**config.mk**
```make
export PLATFORM = sky130hd
export DESIGN_NAME = power_mode_controller
export DESIGN_NICKNAME = d
export VERILOG_FILES = /design/src/power_mode_pkg.sv /design/src/power_mode_controller.sv
export VERILOG_INCLUDE_DIRS = /design/src
export SDC_FILE = /design/constraint.sdc
export NUM_CORES = 1
export LEC_CHECK = 0
export BUFFER_PORTS_ARGS = -buffer_cell sky130_fd_sc_hd__buf_4
export CAP_MARGIN = 10
export CORE_MARGIN = 3
export CORE_UTILIZATION = 40
export CTS_CLUSTER_SIZE = 8
export DETAILED_ROUTE_END_ITERATION = 12
export REMOVE_ABC_BUFFERS = 1
export SETUP_SLACK_MARGIN = 0.5
export SYNTH_ARGS = -nofsm -noshare
export SYNTH_HDL_FRONTEND = slang
export SYNTH_SLANG_ARGS = --single-unit
```
**constraint.sdc**
```tcl
create_clock -name mclk -period 2 [get_ports mclk]
set_input_delay 0.4 -clock mclk [delete_from_list [all_inputs] [get_ports mclk]]
set_output_delay 0.4 -clock mclk [all_outputs]
set_load 0.05 [all_outputs]
```
**src/power_mode_defines.svh**
```systemverilog
/*
 * Offsets, field positions, reset values and timing counts of the power mode controller.
 * Assumes it is included by its bare name wherever these macros are needed.
 */
`ifndef POWER_MODE_DEFINES_SVH
`define POWER_MODE_DEFINES_SVH

// Register byte offsets on the AXI4-Lite slave.
`define OFS_PLL_CONTROL 8'h00
`define OFS_MODE_STATUS 8'h04
`define OFS_LOCK_WAIT 8'h08

// Field positions of the PLL control register.
`define FLD_TARGET_LSB 0
`define FLD_BYPASS 3
`define FLD_DIV_LSB 4

// Field positions of the mode status register.
`define FLD_QUIESCED 3
`define FLD_LOCK_BUSY 6
`define FLD_DMA_OPEN 7

// Reset values.
`define RST_DIV_SEL 2'h0
`define RST_LOCK_WAIT 16'h0200

// Divider periods in half core cycles for the four divider selections.
`define HALF_DIV_2_0 4'h4
`define HALF_DIV_2_5 4'h5
`define HALF_DIV_3_0 4'h6
`define HALF_DIV_4_0 4'h8

// AXI responses.
`define RESP_OKAY 2'h0
`define RESP_SLVERR 2'h2

`endif

```
**src/power_mode_pkg.sv**
```systemverilog
/*
 * Types of the power mode controller: modes, bus carriers and the state record.
 * Assumes nothing of its surroundings.
 */
package power_mode_pkg;

   // Operating modes, Gray coded along full on, active, relaxed, sleep, deep sleep.
   typedef enum logic [2:0] {
      MODE_FULL_ON = 3'h0,
      MODE_ACTIVE = 3'h1,
      MODE_RELAXED = 3'h3,
      MODE_SLEEP = 3'h2,
      MODE_DEEP_SLEEP = 3'h6
   } mode_t;

   // AXI4-Lite signals driven by the master.
   typedef struct packed {
      logic awvalid;
      logic [7:0] awaddr;
      logic wvalid;
      logic [31:0] wdata;
      logic [3:0] wstrb;
      logic bready;
      logic arvalid;
      logic [7:0] araddr;
      logic rready;
   } axil_req_t;

   // AXI4-Lite signals driven by the slave.
   typedef struct packed {
      logic awready;
      logic wready;
      logic bvalid;
      logic [1:0] bresp;
      logic arready;
      logic rvalid;
      logic [31:0] rdata;
      logic [1:0] rresp;
   } axil_rsp_t;

   // Clock and power controls sent to the clock tree, PLL and regulator.
   typedef struct packed {
      logic pll_enable;
      logic pll_bypass;
      logic core_clock_en;
      logic sys_clock_en;
      logic regulator_safe;
      logic core_quiesced;
      logic dma_grant;
   } power_ctl_t;

   // Whole state of the controller.
   typedef struct packed {
      mode_t mode;
      mode_t target;
      logic bypass;
      logic [1:0] div_sel;
      logic [1:0] pend_div;
      logic div_pend;
      logic [15:0] lock_cnt;
      logic [15:0] lock_load;
      logic [3:0] acc;
      logic aw_got;
      logic [7:0] awaddr;
      logic w_got;
      logic [31:0] wdata;
      logic [3:0] wstrb;
      axil_rsp_t rsp;
      power_ctl_t ctl;
   } state_t;

endpackage : power_mode_pkg

```
**src/power_mode_controller.sv**
```systemverilog
/*
 * Operating mode controller: five modes, PLL enable and bypass, core and system clock
 * enables, wake-up handling, DMA gating and a regulator-safe output, programmed over
 * AXI4-Lite. Assumes core status inputs and wake events are synchronous to mclk.
 */
`timescale 1ns/1ps
`include "power_mode_defines.svh"

// How it works
// - Full on: PLL enabled and not bypassed, core and system clocks run.
// - Active: PLL enabled but bypassed, clocks come straight from the input clock.
// - Relaxed: PLL bypassed and disabled, clocks come from the input clock.
// - A new divider ratio is taken while bypassed, applied when lock wait expires.
// - System DMA into level-one memory is allowed in active and relaxed modes.
// - Sleep: core clock stopped, system clock keeps running.
// - System DMA into level-one memory is refused in sleep.
// - Any interrupt wakes sleep; bypass bit picks full on or active.
// - Deep sleep: core and system clocks both stopped.
// - Deep sleep ends only on reset request or real-time-clock interrupt.
// - Reset request in deep sleep: bypass pin picks full on or active.
// - Real-time-clock interrupt in deep sleep always gives full on.
// - Regulator-safe output is high while in deep sleep.
// - Core-quiesced rises only after pipeline drained and sync acknowledged.
// - System clock is core clock divided by 2, 2.5, 3 or 4.
module power_mode_controller
   import power_mode_pkg::*;
#(
   parameter int LOCK_WIDTH = 16
) (
   input wire logic mclk,
   input wire logic rst,
   input wire axil_req_t axi_req,
   output axil_rsp_t axi_rsp,
   input wire logic idle_request,
   input wire logic pipeline_drained,
   input wire logic sync_ack,
   input wire logic any_interrupt,
   input wire logic rtc_interrupt,
   input wire logic reset_request,
   input wire logic bypass_pin,
   input wire logic dma_request,
   output power_ctl_t power_ctl,
   output mode_t mode
);

   ////////////////////////////////////////////////////////////////////////////////
   // Parameter check.

   // The lock wait field is fixed at sixteen bits in the register map.
   if (LOCK_WIDTH != 16) begin : lock_width_check
      $error("LOCK_WIDTH must be 16.");
   end

   ////////////////////////////////////////////////////////////////////////////////
   // Helper functions.

   // Clock and PLL controls that each mode fixes.
   function automatic power_ctl_t mode_controls(input mode_t m);
      power_ctl_t c;
      c = '0;
      case (m)
         MODE_FULL_ON: begin
            c.pll_enable = 1'b1;
            c.pll_bypass = 1'b0;
            c.core_clock_en = 1'b1;
         end
         MODE_ACTIVE: begin
            c.pll_enable = 1'b1;
            c.pll_bypass = 1'b1;
            c.core_clock_en = 1'b1;
         end
         MODE_RELAXED: begin
            c.pll_enable = 1'b0;
            c.pll_bypass = 1'b1;
            c.core_clock_en = 1'b1;
         end
         MODE_SLEEP: begin
            c.pll_bypass = 1'b1;
            c.core_clock_en = 1'b0;
         end
         default: begin
            c.pll_bypass = 1'b1;
            c.core_clock_en = 1'b0;
            c.regulator_safe = 1'b1;
         end
      endcase
      return c;
   endfunction : mode_controls

   // Divider period in half core cycles.
   function automatic logic [3:0] half_period(input logic [1:0] sel);
      logic [3:0] p;
      p = `HALF_DIV_2_0;
      case (sel)
         2'h0: p = `HALF_DIV_2_0;
         2'h1: p = `HALF_DIV_2_5;
         2'h2: p = `HALF_DIV_3_0;
         default: p = `HALF_DIV_4_0;
      endcase
      return p;
   endfunction : half_period

   // True for a code that names one of the five modes.
   function automatic logic mode_valid(input logic [2:0] code);
      return (code == MODE_FULL_ON) || (code == MODE_ACTIVE) || (code == MODE_RELAXED) ||
         (code == MODE_SLEEP) || (code == MODE_DEEP_SLEEP);
   endfunction : mode_valid

   // Byte-lane merge of write data into an old register value.
   function automatic logic [31:0] merge(input logic [31:0] old, input logic [31:0] data,
                                          input logic [3:0] strb);
      logic [31:0] r;
      r = old;
      for (int i = 0; i < 4; i++) begin
         if (strb[i]) begin
            r[i*8 +: 8] = data[i*8 +: 8];
         end
      end
      return r;
   endfunction : merge

   ////////////////////////////////////////////////////////////////////////////////
   // State.

   state_t s;
   state_t next_s;

   ////////////////////////////////////////////////////////////////////////////////
   // Next-state logic.

   // Fills the next state from the bus, the core status and the wake events.
   always_comb begin
      logic [31:0] ctl_word;
      logic [31:0] status_word;
      logic [31:0] lock_word;
      logic [31:0] wr_word;
      logic [4:0] acc_sum;
      logic [3:0] period;
      logic running;
      power_ctl_t mc;
      ctl_word = '0;
      status_word = '0;
      lock_word = '0;
      wr_word = '0;
      acc_sum = '0;
      period = '0;
      running = 1'b0;
      mc = '0;
      next_s = s;

      // Register images as software reads them.
      ctl_word[`FLD_TARGET_LSB +: 3] = s.target;
      ctl_word[`FLD_BYPASS] = s.bypass;
      ctl_word[`FLD_DIV_LSB +: 2] = s.div_pend ? s.pend_div : s.div_sel;
      status_word[2:0] = s.mode;
      status_word[`FLD_QUIESCED] = s.ctl.core_quiesced;
      status_word[`FLD_DIV_LSB +: 2] = s.div_sel;
      status_word[`FLD_LOCK_BUSY] = s.div_pend;
      status_word[`FLD_DMA_OPEN] = s.ctl.dma_grant;
      lock_word[15:0] = s.lock_load;

      // Write address and data are taken in either order; the response follows both.
      if (axi_req.awvalid && s.rsp.awready) begin
         next_s.aw_got = 1'b1;
         next_s.awaddr = axi_req.awaddr;
         next_s.rsp.awready = 1'b0;
      end
      if (axi_req.wvalid && s.rsp.wready) begin
         next_s.w_got = 1'b1;
         next_s.wdata = axi_req.wdata;
         next_s.wstrb = axi_req.wstrb;
         next_s.rsp.wready = 1'b0;
      end
      if (s.rsp.bvalid && axi_req.bready) begin
         next_s.rsp.bvalid = 1'b0;
         next_s.rsp.awready = 1'b1;
         next_s.rsp.wready = 1'b1;
      end

      // Lock wait countdown runs only while the PLL is bypassed.
      if (s.div_pend && s.ctl.pll_bypass) begin
         if (s.lock_cnt == '0) begin
            next_s.div_sel = s.pend_div;
            next_s.div_pend = 1'b0;
         end else begin
            next_s.lock_cnt = s.lock_cnt - 16'h0001;
         end
      end

      // Register write once both halves are held.
      if (s.aw_got && s.w_got && !s.rsp.bvalid) begin
         next_s.aw_got = 1'b0;
         next_s.w_got = 1'b0;
         next_s.rsp.bvalid = 1'b1;
         next_s.rsp.bresp = `RESP_OKAY;
         if (s.awaddr[7:2] == `OFS_PLL_CONTROL >> 2) begin
            wr_word = merge(ctl_word, s.wdata, s.wstrb);
            if (mode_valid(wr_word[`FLD_TARGET_LSB +: 3])) begin
               next_s.target = mode_t'(wr_word[`FLD_TARGET_LSB +: 3]);
            end
            next_s.bypass = wr_word[`FLD_BYPASS];
            if (wr_word[`FLD_DIV_LSB +: 2] != ctl_word[`FLD_DIV_LSB +: 2]) begin
               next_s.pend_div = wr_word[`FLD_DIV_LSB +: 2];
               next_s.div_pend = 1'b1;
               next_s.lock_cnt = s.lock_load;
            end
         end else if (s.awaddr[7:2] == `OFS_LOCK_WAIT >> 2) begin
            wr_word = merge(lock_word, s.wdata, s.wstrb);
            next_s.lock_load = wr_word[15:0];
         end else if (s.awaddr[7:2] == `OFS_MODE_STATUS >> 2) begin
            next_s.rsp.bresp = `RESP_OKAY;
         end else begin
            next_s.rsp.bresp = `RESP_SLVERR;
         end
      end

      // Read channel: one cycle from address to data.
      if (s.rsp.rvalid && axi_req.rready) begin
         next_s.rsp.rvalid = 1'b0;
         next_s.rsp.arready = 1'b1;
      end
      if (axi_req.arvalid && s.rsp.arready) begin
         next_s.rsp.arready = 1'b0;
         next_s.rsp.rvalid = 1'b1;
         next_s.rsp.rresp = `RESP_OKAY;
         if (axi_req.araddr[7:2] == `OFS_PLL_CONTROL >> 2) begin
            next_s.rsp.rdata = ctl_word;
         end else if (axi_req.araddr[7:2] == `OFS_MODE_STATUS >> 2) begin
            next_s.rsp.rdata = status_word;
         end else if (axi_req.araddr[7:2] == `OFS_LOCK_WAIT >> 2) begin
            next_s.rsp.rdata = lock_word;
         end else begin
            next_s.rsp.rdata = '0;
            next_s.rsp.rresp = `RESP_SLVERR;
         end
      end

      // Quiesce after idle, drained pipeline and sync acknowledge.
      running = (s.mode == MODE_FULL_ON) || (s.mode == MODE_ACTIVE) ||
         (s.mode == MODE_RELAXED);
      if (running && idle_request && pipeline_drained && sync_ack) begin
         next_s.ctl.core_quiesced = 1'b1;
      end

      // Mode sequencing.
      case (s.mode)
         MODE_SLEEP: begin
            if (any_interrupt) begin
               next_s.mode = s.bypass ? MODE_ACTIVE : MODE_FULL_ON;
               next_s.ctl.core_quiesced = 1'b0;
            end
         end
         MODE_DEEP_SLEEP: begin
            // Only these two events end deep sleep; the rest are ignored.
            if (rtc_interrupt) begin
               next_s.mode = MODE_FULL_ON;
               next_s.ctl.core_quiesced = 1'b0;
            end else if (reset_request) begin
               next_s.mode = bypass_pin ? MODE_ACTIVE : MODE_FULL_ON;
               next_s.ctl.core_quiesced = 1'b0;
            end
         end
         default: begin
            // A new mode waits until the core stands idle after the sync.
            if (s.ctl.core_quiesced) begin
               if (s.target != s.mode) begin
                  next_s.mode = s.target;
                  next_s.ctl.core_quiesced = (s.target == MODE_SLEEP) ||
                     (s.target == MODE_DEEP_SLEEP);
               end else if (any_interrupt) begin
                  next_s.ctl.core_quiesced = 1'b0;
               end
            end
         end
      endcase

      // Clock and PLL controls follow the next mode.
      mc = mode_controls(next_s.mode);
      next_s.ctl.pll_enable = mc.pll_enable;
      next_s.ctl.pll_bypass = mc.pll_bypass;
      next_s.ctl.core_clock_en = mc.core_clock_en;
      next_s.ctl.regulator_safe = mc.regulator_safe;

      // System clock enable: fractional divider in half cycles, silent from the first
      // cycle of deep sleep, so no stray pulse escapes on entry.
      period = half_period(s.div_sel);
      if (next_s.mode == MODE_DEEP_SLEEP) begin
         next_s.ctl.sys_clock_en = 1'b0;
         next_s.acc = '0;
      end else begin
         acc_sum = {1'b0, s.acc} + 5'h02;
         if (acc_sum >= {1'b0, period}) begin
            next_s.ctl.sys_clock_en = 1'b1;
            next_s.acc = 4'(acc_sum - {1'b0, period});
         end else begin
            next_s.ctl.sys_clock_en = 1'b0;
            next_s.acc = acc_sum[3:0];
         end
      end

      // DMA into level-one memory only while the core clock mode allows it.
      next_s.ctl.dma_grant = dma_request && ((next_s.mode == MODE_ACTIVE) ||
         (next_s.mode == MODE_RELAXED) || (next_s.mode == MODE_FULL_ON));
   end

   ////////////////////////////////////////////////////////////////////////////////
   // State register.

   // Registers the state; reset brings the device up in full on.
   always_ff @(posedge mclk) begin
      if (rst) begin
         s <= '0;
         s.mode <= MODE_FULL_ON;
         s.target <= MODE_FULL_ON;
         s.div_sel <= `RST_DIV_SEL;
         s.lock_load <= `RST_LOCK_WAIT;
         s.rsp.awready <= 1'b1;
         s.rsp.wready <= 1'b1;
         s.rsp.arready <= 1'b1;
         s.ctl.pll_enable <= 1'b1;
         s.ctl.core_clock_en <= 1'b1;
      end else begin
         s <= next_s;
      end
   end

   ////////////////////////////////////////////////////////////////////////////////
   // Outputs, straight from the state register.

   // Every output is a field of the registered state.
   assign axi_rsp = s.rsp;
   assign power_ctl = s.ctl;
   assign mode = s.mode;

endmodule : power_mode_controller

```
==> out/results.ini <==
[status]
status=complete, but fails checks
violations=setup timing

[critical_path]
endpoint_kind=flip-flop
ff2ff_path_depth=6
reg2reg_to=s[122]
r2r_start=s[124]
cp.arrival_ps=2250
critPathLaunchType=flip-flop
required_ps=2220
path_class=flip-flop to flip-flop
cp_max_fo=4
r2r_slack_ps=-30

[power]
power_switching_share_pct=28.5
pwr-share-seq_pct=38.8
total_power_mw=5.84
power.internal_mw=4.18
p_leak_nw=2.81
powerDensity_mw_per_mm2=850
ir_drop_mv=0.442
power.share.clock_pct=34.0
p_comb_share_pct=27.2
p_sw_mw=1.66

[timing]
slew_headroom_pct=47.4
rsz0062_at_grt=true
setup_viol=2
fin_crit_ps=2030
whs_ps=248
fin_ws_ps=-33.6
fin_skew_ps=6.07
period_share_pct=102
fmax_mhz=492
slew_violations=0
worst_pin_slew_ps=786
hold_viol_final=0

[floorplan]
rows=40
die_h_um=117
io-pin-count=118
coreArea_sq_mm=0.0121
start_util_pct=41.2
die-area_sq_mm=0.0138
die_x_um=117

[yosys]
synth-edff-count=0
avgSynthCellArea_sq_um=8.45
ys_seq_area_share_pct=41.9
synth_warnings=0
async_flop_share_pct=0
synthDominantCellAreaShare_pct=41.9
syn-cell-area_sq_mm=0.00497
syn-instance-count=588
synth-seq-cells=104
ys_types=56
yosysTopAreaCell=dfxtp_1
ys.flop_type=dfxtp_1
netlist_top_cells_area=dfxtp_1 42%, buf_4 7.7%, a21oi_1 6.3%, nand2_1 5.9%, mux2i_1 5.4%

[global_routing]
overflow=0
grt_pass1_wl_um=20800
grt_usage_pct=18.1
grt_pass1_vias=4276
grt_max_degree=38
antenna_found_initial=0

[cells_and_area]
area_delta_synth_final_pct=38.1
drive_gt1_share_pct=39.2
fin_cells=837
antenna_cells_inserted=0
nets=740
design_area_sq_mm=0.00686
post-route-util_pct=56.9

[hold_path]
hold_path_depth=2
hold_class=input port to flip-flop
min_from=axi_req[47]
min_to=axi_rsp[39]

[cts]
cts_tree=built
cts_buffers=9
cts-root-buf=clkbuf_16
cts_sinks=104
path_clk_slew_ps=70
worstSkewPairLatency_ps=350
clk_path_buf_depth=2
htree_levels=3
ctsHoldBuffers=0

[placed_design]
place_congestion=0.813
placedCellCount=795
dpl.hpwl_um=8490
dpl_cell_area_sq_mm=0.00553
port_buffers=77

[flow_run]
drv_cap=0

[detailed_routing]
drtAntennaViolNets=0
via_per_inst=5.09
wire_per_inst_um=15.3
first_pass_iters=4
drc_errors=0
drt_wl_total_um=12800
num_vias=4261
first_iter_violations=276

## logic make-up (layout without fill, tap and decap cells)
logic type	count (synthesis)	after routing	share of synthesized area (%)
fa+ha+maj	8	8	2.16
simple gates	207	207	20.3
compound gates	128	128	15.4
buf+inv	92	156	10.8
flops	104	104	41.9
xor+xnor	17	17	3.00
other cells	1	18	0.0754
mux	31	31	6.34
## worst max-delay path, cell delays in order, from the launching register on
cell	delay [ps]
dfxtp_2	320
or4_4	540
or4b_4	540
buf_6	160
buf_4	130
o21ai_2	110
a311oi_1	100
## routing by layer
metal	GRT usage [%]	wire, um
met3	2.88	465
met5	0	0
met2	32.3	6620
met1	21.8	5540
met4	7.18	190
## cell usage after synthesis (all sizes together) (3+ instances only)
library cell and instances:
dfxtp 104, nand2 78, a21oi 63, buf 54
nor2 46, o21ai 28, mux2i 27, clkbuf 26
nor3 21, nand3 19, inv 12, xnor2 9
xor2 8, ha 7, a221oi 6, and2 6
nand2b 5, nor2b 5, o2111ai 5, or4 5
a211oi 4, mux2 4, nor4 4, o211ai 3
or2 3, or3 3
## registers in the layout, summed over array words and instances, names as in the netlist
| signal | count |
|---|---|
| mode | 3 |
| axi_rsp | 23 |
| power_ctl | 7 |
| s | 71 |
## timing repair
action,CTS,global route
buffers inserted,14,9
gates cloned,4,0
endpoints found under the setup margin,67,65
resized for setup,104,70
pin swaps,41,34
## power groups by stage
| stage | logic (mW) | clock network (mW) | registers [mW] |
|---|---|---|---|
| global placement | 0.919 | 0 | 2.28 |
| CTS | 1.36 | 2.01 | 2.26 |
| global route | 1.72 | 2.08 | 2.28 |
| detailed placement | 0.951 | 0 | 2.29 |
| floorplan | 0.534 | 0 | 2.36 |
| finish | 1.59 | 1.98 | 2.26 |
## worst max-delay path by stage
stage / slack [ps] / endpoint / depth (start not counted) / startpoint
global placement: -30 / s[115] / 7 / s[115]
global route: -100 / s[128] / 6 / s[124]
floorplan: -150 / s[118] / 5 / s[89]
CTS: 30 / s[128] / 6 / s[126]
finish: -30 / s[122] / 6 / s[124]
detailed placement: -60 / s[115] / 7 / s[115]
## cells in the final DEF (no fill, tap or decap), types with 4 or more instances in the layout
master,netlist,layout
a21oi_1,63,49
a21oi_2,0,13
a221oi_2,0,6
buf_4,51,101
buf_6,0,18
buf_8,0,4
clkbuf_16,0,9
conb_1,1,18
dfxtp_1,104,92
dfxtp_2,0,8
dfxtp_4,0,4
ha_4,0,4
inv_1,12,10
mux2_2,4,4
mux2i_1,27,26
nand2_1,78,72
nand2_4,0,5
nand3_1,19,7
nand3_2,0,9
nor2_1,46,40
nor2_2,0,4
nor3_1,21,15
o21ai_0,28,20
o21ai_2,0,6
or4_4,2,4
xnor2_1,9,8
xor2_1,8,7
## area by class of cell
class	instances	area, sq um
fill	1062	5200
multi-input combinational	409	3000
sequential	104	2110
timing repair buffer	129	1160
clock buffer	10	229
tap	168	210
clock inverter	5	106
inverter	12	47.5
## through the flow
step | setup slack (ps) | TNS (ps)
floorplan | -150 | -2390
global placement | -28.7 | -30.3
detailed placement | -58.1 | -279
CTS | 31.3 | 0
global route | -105 | -748
finish | -33.6 | -49.5
Note: power is estimated with default switching activity, not from simulation.
